$ cat config.mk
export PLATFORM = sky130hd
export DESIGN_NAME = sld_top
export DESIGN_NICKNAME = d
export VERILOG_FILES = /design/src/sld_top.v /design/src/sld_gen.v
export VERILOG_INCLUDE_DIRS = /design/src
export SDC_FILE = /design/constraint.sdc
export NUM_CORES = 2
export LEC_CHECK = 0
export BUFFER_PORTS_ARGS = -buffer_cell sky130_fd_sc_hd__buf_2
export CORE_AREA = 2 2 295 297
export CTS_BUF_LIST = sky130_fd_sc_hd__clkbuf_4 sky130_fd_sc_hd__clkbuf_8
export CTS_CLUSTER_DIAMETER = 60
export DETAILED_ROUTE_END_ITERATION = 8
export DIE_AREA = 0 0 297 299
export PLACE_DENSITY = 0.66
export SYNTH_ARGS = -nofsm -noshare
export SYNTH_HDL_FRONTEND = slang
export SYNTH_SLANG_ARGS = --single-unit
$ cat constraint.sdc
create_clock -name clk -period 11.5 [get_ports clk]
set_input_delay 1.15 -clock clk [delete_from_list [all_inputs] [get_ports clk]]
set_output_delay 1.15 -clock clk [all_outputs]
set_load 0.01 [all_outputs]
$ cat src/sld_map.vh
`ifndef SLD_MAP_VH
`define SLD_MAP_VH

// Byte offsets of the register map
`define SLD_OFS_IDENT 12'h000
`define SLD_OFS_DIVIDER 12'h004
`define SLD_OFS_CONTROL 12'h008
`define SLD_OFS_DATA_LO 12'h100
`define SLD_OFS_DATA_HI 12'h200
`define SLD_PORT_LSB 2
`define SLD_PORT_MSB 4
`define SLD_BANK_MASK 12'hFE3

// Arbitrary identification value, revision in the low byte
`define SLD_IDENT_VAL 32'h00AB0001

// Divider register fields
`define SLD_DIV_SUB_LSB 0
`define SLD_DIV_SUB_MSB 15
`define SLD_DIV_DEAD_LSB 16
`define SLD_DIV_DEAD_MSB 31
`define SLD_DIVIDER_RST 32'h00000000

// Control register fields
`define SLD_CTL_TYPE_B 0
`define SLD_CTL_COM_LSB 1
`define SLD_CTL_COM_MSB 3
`define SLD_CTL_OP_LSB 4
`define SLD_CTL_OP_MSB 5
`define SLD_CTL_BIAS_LSB 6
`define SLD_CTL_BIAS_MSB 7
`define SLD_CTL_SEL_HS 8
`define SLD_CTL_WIDTH 9
`define SLD_CONTROL_RST 9'h000

// Operating modes and bias codes
`define SLD_OP_OFF 2'h0
`define SLD_OP_PWM 2'h1
`define SLD_OP_CORR 2'h2
`define SLD_BIAS_HALF 2'h0
`define SLD_BIAS_THIRD 2'h1
`define SLD_BIAS_QUARTER 2'h2

// Quarter steps of a sub-frame and commons per data word
`define SLD_QTR_LAST 2'h3
`define SLD_COMS_PER_WORD 4
`define SLD_LS_CNT_W 8
`define SLD_HS_CNT_W 16

`endif

$ cat src/sld_top.v
`timescale 1ns/1ns
`include "sld_map.vh"

module sld_top #(
	parameter NPORT = 8,
	parameter NPIN = 8,
	parameter NCOM = 8,
	parameter [31:0] IDENT = `SLD_IDENT_VAL
) (
	input wire clk,
	input wire rst_n,
	input wire slow_32k_clock,
	input wire deep_sleep,
	input wire hsel,
	input wire [11:0] haddr,
	input wire [1:0] htrans,
	input wire hwrite,
	input wire [2:0] hsize,
	input wire [31:0] hwdata,
	output reg [31:0] hrdata_q,
	output reg hready_q,
	output reg hresp_q,
	output reg [NCOM-1:0] com_q,
	output reg [NPORT*NPIN-1:0] seg_q
);

	localparam NSEG = NPORT * NPIN;

	// Display data: entry p is low commons, NPORT+p high commons
	reg [31:0] data_mem [0:2*NPORT-1];
	reg [31:0] divider_q;
	reg [`SLD_CTL_WIDTH-1:0] ctl_sw_q;
	reg [`SLD_CTL_WIDTH-1:0] ctl_q;
	reg [11:0] wr_addr_q;
	reg wr_pend_q;
	reg slow_s1_q;
	reg slow_s2_q;
	reg slow_s3_q;
	reg [NCOM-1:0] com_d;
	reg [NSEG-1:0] seg_d;
	reg [31:0] rdata_d;
	reg addr_ok;
	wire slow_tick;
	wire take;
	wire type_b;
	wire [2:0] com_last;
	wire [1:0] drive_operation_select;
	wire [1:0] bias;
	wire sel_hs;
	wire [1:0] eff_op;
	wire [1:0] pwm_last;
	wire hs_run;
	wire ls_run;
	wire [3:0] hs_sub;
	wire [3:0] ls_sub;
	wire [1:0] hs_qtr;
	wire [1:0] ls_qtr;
	wire [1:0] hs_pwm;
	wire [1:0] ls_pwm;
	wire hs_dead;
	wire ls_dead;
	wire hs_fend;
	wire ls_fend;
	wire [3:0] sub;
	wire [1:0] qtr;
	wire [1:0] pwm;
	wire dead;
	wire fend;
	wire [3:0] m_cnt;
	wire half_b;
	wire [2:0] cur_com;
	wire phase;
	wire [2:0] lvl_b;
	integer k;

	// Address decode shared by read and write: index of data word
	function [3:0] data_index;
		input [11:0] a;
		begin
			data_index = {(a & `SLD_BANK_MASK) == `SLD_OFS_DATA_HI,
				a[`SLD_PORT_MSB:`SLD_PORT_LSB]};
		end
	endfunction

	// True when the address hits a data word
	function is_data;
		input [11:0] a;
		begin
			is_data = ((a & `SLD_BANK_MASK) == `SLD_OFS_DATA_LO) ||
				((a & `SLD_BANK_MASK) == `SLD_OFS_DATA_HI);
		end
	endfunction

	// Pin high while the PWM step is below level L of B
	function pwm_on;
		input [1:0] step;
		input [2:0] lvl;
		begin
			pwm_on = {1'b0, step} < lvl;
		end
	endfunction

	// Shared control fields, applied copy
	assign type_b = ctl_q[`SLD_CTL_TYPE_B];
	assign com_last = ctl_q[`SLD_CTL_COM_MSB:`SLD_CTL_COM_LSB];
	assign drive_operation_select = ctl_q[`SLD_CTL_OP_MSB:`SLD_CTL_OP_LSB];
	assign bias = ctl_q[`SLD_CTL_BIAS_MSB:`SLD_CTL_BIAS_LSB];
	assign sel_hs = ctl_q[`SLD_CTL_SEL_HS];

	// Quarter bias is not offered by the slow generator
	assign eff_op = (!sel_hs && drive_operation_select == `SLD_OP_PWM &&
		bias == `SLD_BIAS_QUARTER) ? `SLD_OP_OFF : drive_operation_select;
	assign pwm_last = bias + 2'h1;
	assign lvl_b = {1'b0, bias} + 3'h2;

	// Only the selected generator runs; the fast one sleeps in deep sleep
	assign hs_run = sel_hs && eff_op != `SLD_OP_OFF && !deep_sleep;
	assign ls_run = !sel_hs && eff_op != `SLD_OP_OFF;

	// 32 kHz input: two-stage synchroniser, then edge detect on stage two
	always @(posedge clk or negedge rst_n) begin
		if (!rst_n) begin
			slow_s1_q <= 1'b0;
			slow_s2_q <= 1'b0;
			slow_s3_q <= 1'b0;
		end else begin
			slow_s1_q <= slow_32k_clock;
			slow_s2_q <= slow_s1_q;
			slow_s3_q <= slow_s2_q;
		end
	end
	assign slow_tick = slow_s2_q & ~slow_s3_q;

	// Fast generator ticks on every system clock
	sld_gen #(
		.CW(`SLD_HS_CNT_W)
	) u_hs_gen (
		.clk(clk),
		.rst_n(rst_n),
		.tick(1'b1),
		.run(hs_run),
		.sub_div(divider_q[`SLD_DIV_SUB_MSB:`SLD_DIV_SUB_LSB]),
		.dead_div(divider_q[`SLD_DIV_DEAD_MSB:`SLD_DIV_DEAD_LSB]),
		.com_last(com_last),
		.type_b(type_b),
		.pwm_last(pwm_last),
		.sub_q(hs_sub),
		.qtr_q(hs_qtr),
		.pwm_q(hs_pwm),
		.dead_q(hs_dead),
		.fend_q(hs_fend)
	);

	// Slow generator ticks on the 32 kHz edge, low divider bits only
	sld_gen #(
		.CW(`SLD_LS_CNT_W)
	) u_ls_gen (
		.clk(clk),
		.rst_n(rst_n),
		.tick(slow_tick),
		.run(ls_run),
		.sub_div(divider_q[`SLD_DIV_SUB_LSB+`SLD_LS_CNT_W-1:
			`SLD_DIV_SUB_LSB]),
		.dead_div(divider_q[`SLD_DIV_DEAD_LSB+`SLD_LS_CNT_W-1:
			`SLD_DIV_DEAD_LSB]),
		.com_last(com_last),
		.type_b(type_b),
		.pwm_last(pwm_last),
		.sub_q(ls_sub),
		.qtr_q(ls_qtr),
		.pwm_q(ls_pwm),
		.dead_q(ls_dead),
		.fend_q(ls_fend)
	);

	// Output multiplexer picks the configured generator
	assign sub = sel_hs ? hs_sub : ls_sub;
	assign qtr = sel_hs ? hs_qtr : ls_qtr;
	assign pwm = sel_hs ? hs_pwm : ls_pwm;
	assign dead = sel_hs ? hs_dead : ls_dead;
	assign fend = sel_hs ? hs_fend : ls_fend;

	// Current common and polarity; Type B second half inverts
	assign m_cnt = {1'b0, com_last} + 4'h1;
	assign half_b = type_b && (sub >= m_cnt);
	assign cur_com = half_b ? sub[2:0] - com_last - 3'h1 : sub[2:0];
	assign phase = qtr[1] ^ half_b;

	// Bus side: one-cycle accept, zero wait states, always OKAY
	assign take = hsel && htrans[1];

	// Read data prepared in the address phase, answered in data phase
	always @* begin
		rdata_d = 32'h00000000;
		addr_ok = 1'b1;
		if (haddr == `SLD_OFS_IDENT) begin
			rdata_d = IDENT;
		end else if (haddr == `SLD_OFS_DIVIDER) begin
			rdata_d = divider_q;
		end else if (haddr == `SLD_OFS_CONTROL) begin
			rdata_d = {{(32-`SLD_CTL_WIDTH){1'b0}}, ctl_sw_q};
		end else if (is_data(haddr)) begin
			rdata_d = data_mem[data_index(haddr)];
		end else begin
			addr_ok = 1'b0;
		end
	end

	// Bus registers: address phase capture, data phase write
	always @(posedge clk or negedge rst_n) begin
		if (!rst_n) begin
			hrdata_q <= 32'h00000000;
			hready_q <= 1'b1;
			hresp_q <= 1'b0;
			wr_pend_q <= 1'b0;
			wr_addr_q <= 12'h000;
			divider_q <= `SLD_DIVIDER_RST;
			ctl_sw_q <= `SLD_CONTROL_RST;
		end else begin
			hready_q <= 1'b1;
			hresp_q <= 1'b0;
			wr_pend_q <= take && hwrite;
			wr_addr_q <= haddr;
			if (take && !hwrite) begin
				hrdata_q <= addr_ok ? rdata_d : 32'h00000000;
			end
			if (wr_pend_q) begin
				if (wr_addr_q == `SLD_OFS_DIVIDER) begin
					divider_q <= hwdata;
				end else if (wr_addr_q == `SLD_OFS_CONTROL) begin
					ctl_sw_q <= hwdata[`SLD_CTL_WIDTH-1:0];
				end
			end
		end
	end

	// Display data words, written whole in the data phase
	always @(posedge clk or negedge rst_n) begin
		if (!rst_n) begin
			for (k = 0; k < 2 * NPORT; k = k + 1) begin
				data_mem[k] <= 32'h00000000;
			end
		end else if (wr_pend_q && is_data(wr_addr_q)) begin
			data_mem[data_index(wr_addr_q)] <= hwdata;
		end
	end

	// Control settings reach the generators only at a frame end or while stopped; divider writes apply at once
	always @(posedge clk or negedge rst_n) begin
		if (!rst_n) begin
			ctl_q <= `SLD_CONTROL_RST;
		end else if (fend || !(hs_run || ls_run)) begin
			ctl_q <= ctl_sw_q;
		end
	end

	// Common drive for each common electrode
	genvar gc;
	generate
		for (gc = 0; gc < NCOM; gc = gc + 1) begin : g_com
			always @* begin
				com_d[gc] = 1'b0;
				if (!(hs_run || ls_run) || gc > com_last) begin
					com_d[gc] = 1'b0;
				end else if (dead) begin
					com_d[gc] = 1'b1;
				end else if (eff_op == `SLD_OP_CORR) begin
					// Inactive commons run at the same rate, one quarter step ahead
					com_d[gc] = (gc == cur_com) ? phase :
						phase ^ qtr[0];
				end else if (gc == cur_com) begin
					com_d[gc] = pwm_on(pwm, phase ? lvl_b : 3'h0);
				end else begin
					com_d[gc] = pwm_on(pwm, phase ? 3'h1 :
						lvl_b - 3'h1);
				end
			end
		end
	endgenerate

	// Per-pin logic: pick this pin's bit for the current common
	genvar gs;
	generate
		for (gs = 0; gs < NSEG; gs = gs + 1) begin : g_seg
			wire [31:0] word_lo;
			wire [31:0] word_hi;
			wire [3:0] nib;
			wire on_bit;
			assign word_lo = data_mem[gs / NPIN];
			assign word_hi = data_mem[NPORT + gs / NPIN];
			assign nib = cur_com[2] ?
				word_hi[(gs % NPIN) * 4 +: 4] :
				word_lo[(gs % NPIN) * 4 +: 4];
			assign on_bit = nib[cur_com[1:0]];
			always @* begin
				seg_d[gs] = 1'b0;
				if (!(hs_run || ls_run)) begin
					seg_d[gs] = 1'b0;
				end else if (dead) begin
					seg_d[gs] = 1'b1;
				end else if (eff_op == `SLD_OP_CORR) begin
					seg_d[gs] = on_bit ? ~phase : phase;
				end else if (on_bit) begin
					seg_d[gs] = pwm_on(pwm, phase ? 3'h0 : lvl_b);
				end else begin
					seg_d[gs] = pwm_on(pwm, phase ? lvl_b - 3'h1 :
						3'h1);
				end
			end
		end
	endgenerate

	// Pin outputs registered
	always @(posedge clk or negedge rst_n) begin
		if (!rst_n) begin
			com_q <= {NCOM{1'b0}};
			seg_q <= {NSEG{1'b0}};
		end else begin
			com_q <= com_d;
			seg_q <= seg_d;
		end
	end

endmodule // sld_top

$ cat src/sld_gen.v
`timescale 1ns/1ns
`include "sld_map.vh"

// Waveform generator: sub-frame, quarter, PWM and dead-time timing
module sld_gen #(
	parameter CW = 16
) (
	input wire clk,
	input wire rst_n,
	input wire tick,
	input wire run,
	input wire [CW-1:0] sub_div,
	input wire [CW-1:0] dead_div,
	input wire [2:0] com_last,
	input wire type_b,
	input wire [1:0] pwm_last,
	output reg [3:0] sub_q,
	output reg [1:0] qtr_q,
	output reg [1:0] pwm_q,
	output reg dead_q,
	output reg fend_q
);

	reg [CW-1:0] div_q;
	reg [CW-1:0] dcnt_q;
	wire [3:0] sub_last;

	// Type B doubles the sub-frames of a frame
	assign sub_last = type_b ? {com_last, 1'b1} : {1'b0, com_last};

	// Counters advance only on this generator's clock tick
	always @(posedge clk or negedge rst_n) begin
		if (!rst_n) begin
			div_q <= {CW{1'b0}};
			dcnt_q <= {CW{1'b0}};
			sub_q <= 4'h0;
			qtr_q <= 2'h0;
			pwm_q <= 2'h0;
			dead_q <= 1'b0;
			fend_q <= 1'b0;
		end else if (!run) begin
			div_q <= sub_div;
			dcnt_q <= {CW{1'b0}};
			sub_q <= 4'h0;
			qtr_q <= 2'h0;
			pwm_q <= 2'h0;
			dead_q <= 1'b0;
			fend_q <= 1'b0;
		end else begin
			fend_q <= 1'b0;
			if (tick) begin
				// PWM step counter wraps at the bias count
				pwm_q <= (pwm_q >= pwm_last) ? 2'h0 : pwm_q + 2'h1;
				if (dead_q) begin
					// Dead time runs from its own counter
					if (dcnt_q == {CW{1'b0}}) begin
						dead_q <= 1'b0;
						div_q <= sub_div;
					end else begin
						dcnt_q <= dcnt_q - {{(CW-1){1'b0}}, 1'b1};
					end
				end else if (div_q != {CW{1'b0}}) begin
					div_q <= div_q - {{(CW-1){1'b0}}, 1'b1};
				end else begin
					// Quarter ends: C+1 ticks each, four per sub-frame
					div_q <= sub_div;
					qtr_q <= qtr_q + 2'h1;
					if (qtr_q == `SLD_QTR_LAST) begin
						if (sub_q >= sub_last) begin
							sub_q <= 4'h0;
							fend_q <= 1'b1;
							// Contrast dead time follows every frame when dead_div is nonzero
							if (dead_div != {CW{1'b0}}) begin
								dead_q <= 1'b1;
								dcnt_q <= dead_div - {{(CW-1){1'b0}}, 1'b1};
							end
						end else begin
							sub_q <= sub_q + 4'h1;
						end
					end
				end
			end
		end
	end

endmodule // sld_gen

==> results.md <==
* Remaining antenna violation count after routing at 0
* CTS buffer count at 135
* Post-Syn Area per Cell at 11.6 µm²
* Ports at 161
* Final hold vios at 0
* Most used DFF post-synth: dfrtp_1
* Cts-stage hold buffer count at 0
* Post-synth EDFFs at 0
* Maximum clock rate at 0.148 GHz
* TritonCTS clock tree: yes
* Worst-Skew Late Latency at 840 ps
* Layout Nets at 3716
* Mapped cell area at 42400 µm²
* Layout area overhead at 10.5%
* DRT iter0 DRCs at 3844
* Ys async rst share at 100%
* Antenna violations before repair at 13
* CP arrival at 7390 ps
* #FFs+latches synth at 750
* DR vias/cell at 6.83
* Status: complete, no violations
* Post-synth top area cell: dfrtp_1
* Drt pass-1 iters at 5
* Maxcap violations at 0
* Initial Util at 49.3%
* Core area at 85900 µm²
* Die area at 88800 µm²
* Drt wl/cell at 28.5 µm
* Maximum vdd drop at 0.000214 V
* Required time worst endpoint at 12130 ps
* Setup Buffers After CTS at 0
* R2R Setup Slk at 4740 ps
* Crit. End Element: flop
* Std-Cell Rows at 108
* Fin crit share at 58.8%
* First-pass GRT wire length at 212000 µm
* Clock sink count at 750
* Crit path max fanout at 64
* Vias in the first global route at 32700
* Slew headroom at 18.2%
* Clk Tree Root Cell: clkbuf_8
* GRT Util Overall at 31.1%
* Utilization after layout at 54.5%
* Routed Wire Length at 139000 µm
* Standby leakage power at 20.7 nW
* Fin crit period at 6760 ps
* Die width at 297 µm
* Routability cong. at 0.866
* Post-Synthesis Cells at 3645
* Synth top area cells: dfrtp_1, mux2_2, mux4_2
* Pin count of the biggest net entering global routing at 159
* Worst Skew at 45.0 ps
* Max-slew violation count at 0
* Post-CTS sizing at 0
* Reg clk slew, reported paths at 60 ps
* Vias at 33300
* Yosys warning count at 0
* Nature of the critical path startpoint: flop
* Syn Nets at 3737
* GRT Residual Overflow at 0
* WS Path Type: flop to flop
* Commonest non-fill, non-tap cell in the layout: dfrtp_1
* Seq/Total Area, Yosys at 44.3%
* Final setup fails at 0
* Detail Placement HPWL at 85800 µm
* Drt drc at 0
* Synth top area share at 44.3%
* Netlist cell types at 82
* PD cells at 199 nW/µm²
* CTS max path bufs at 3
* Vert. Die Dim at 299 µm
* Most frequent cells in the layout: dfrtp_1, mux2_2, nand2_1
* Worst-Margin Slew at 1230 ps
* Setup TNS at 0 ps
* Share of cells above drive strength 1 at 33.4%
* PortBufs at 154
* H-tree depth at 4
* RSZ-0062 raised after global routing: false
* HP Class: input pin to async pin
worst max-delay path, stage by stage, from the launching register on:
cell and delay, ps:
dfrtp_1 690, mux2i_1 870, inv_1 290, ha_1 290
or3b_1 440, a21oi_2 750, nor2_1 320, xnor2_1 990
nand2b_1 130, ha_1 340, a211o_1 120, a31oi_1 60
o21ai_4 200, buf_4 750, mux2i_1 210
cell families after synthesis:
group | count (synthesis) | synth area share, %
compound gates | 884 | 15.8
mux | 832 | 26.1
flops | 750 | 44.3
simple gates | 715 | 8.48
buf+inv | 404 | 3.87
fa+ha+maj | 37 | 1.11
xor+xnor | 21 | 0.434
other cells | 2 | 0.0177
worst paths after layout:
| check | depth (start not counted) | to | startpoint |
|---|---|---|---|
| max | 14 | seg_q[27]$_DFF_PN0_ | ctl_q[8]$_DFFE_PN0P_ |
| min | 1 | wr_pend_q$_DFF_PN0_ | rst_n |
| max reg2reg | 14 | seg_q[27]$_DFF_PN0_ | ctl_q[8]$_DFFE_PN0P_ |
| min reg2reg | 0 | slow_s2_q$_DFF_PN0_ | slow_s1_q$_DFF_PN0_ |
| max in group asynchronous | 3 | g_seg[56].word_lo[6]$_DFFE_PN0P_ | rst_n |
| min in group clk | 0 | slow_s2_q$_DFF_PN0_ | slow_s1_q$_DFF_PN0_ |
routing by layer:
metal,part of all wire [%],track usage [%],vias to the layer above
met1,42,44.0,17300
met3,8.9,7.14,335
met5,0.054,0,-
met2,45,46.7,1632
li1,-,-,14100
met4,3.8,12.0,12
registers in the layout (all words and copies together) (netlist names), 2 cells and up:
signal,flops
com_q,8
ctl_q,9
ctl_sw_q,9
divider_q,32
g_seg.word_hi,256
g_seg.word_lo,256
hrdata_q,32
seg_q,64
u_hs_gen.dcnt_q,16
u_hs_gen.div_q,16
u_hs_gen.pwm_q,2
u_hs_gen.qtr_q,2
u_hs_gen.sub_q,4
u_ls_gen.dcnt_q,8
u_ls_gen.div_q,8
u_ls_gen.pwm_q,2
u_ls_gen.qtr_q,2
u_ls_gen.sub_q,4
wr_addr_q,12
per-stage QoR:
step | setup slack, ps | power (mW) | std cells | hold slack [ps] | area, µm²
floorplan | 7480 | 5.20 | 3645 | 331 | 42400
global placement | 5020 | 6.40 | 4642 | 337 | 43900
detailed placement | 4980 | 6.44 | 4642 | 344 | 43900
CTS | 4920 | 9.28 | 4876 | 354 | 46800
global route | 4440 | 9.70 | 4878 | 364 | 46900
finish | 4740 | 9.32 | 4879 | 330 | 46900
synth_stat cells, drive strengths merged (18+ instances only):
library cell / number
a211o: 68
a21boi: 65
a21oi: 75
a221oi: 127
a22oi: 20
a32o: 118
a32oi: 66
and3: 143
buf: 129
clkbuf: 246
dfrtp: 750
ha: 36
inv: 29
mux2: 574
mux2i: 98
mux4: 160
nand2: 243
nand2b: 18
nand3: 62
nor2: 101
nor3: 45
nor3b: 19
nor4: 29
o21ai: 217
o31a: 63
area by class of cell:
type / instances / area, µm²
diodes: 3 / 7.51
clock buffers: 189 / 2430
clock inverters: 45 / 562
fillers: 7509 / 39100
inverters: 29 / 109
multi-input cells: 2491 / 22200
flip-flops and latches: 750 / 18800
well taps: 1155 / 1450
repair buffers: 217 / 1310
report_power, final:
group | leakage (nW) | internal (mW) | switching, mW
registers | 9.63 | 2.90 | 0.270
logic | 9.54 | 1.04 | 2.28
clock network | 1.57 | 1.62 | 1.21
total | 20.7 | 5.56 | 3.76
No activity file was read; power rests on OpenSTA's default activity.
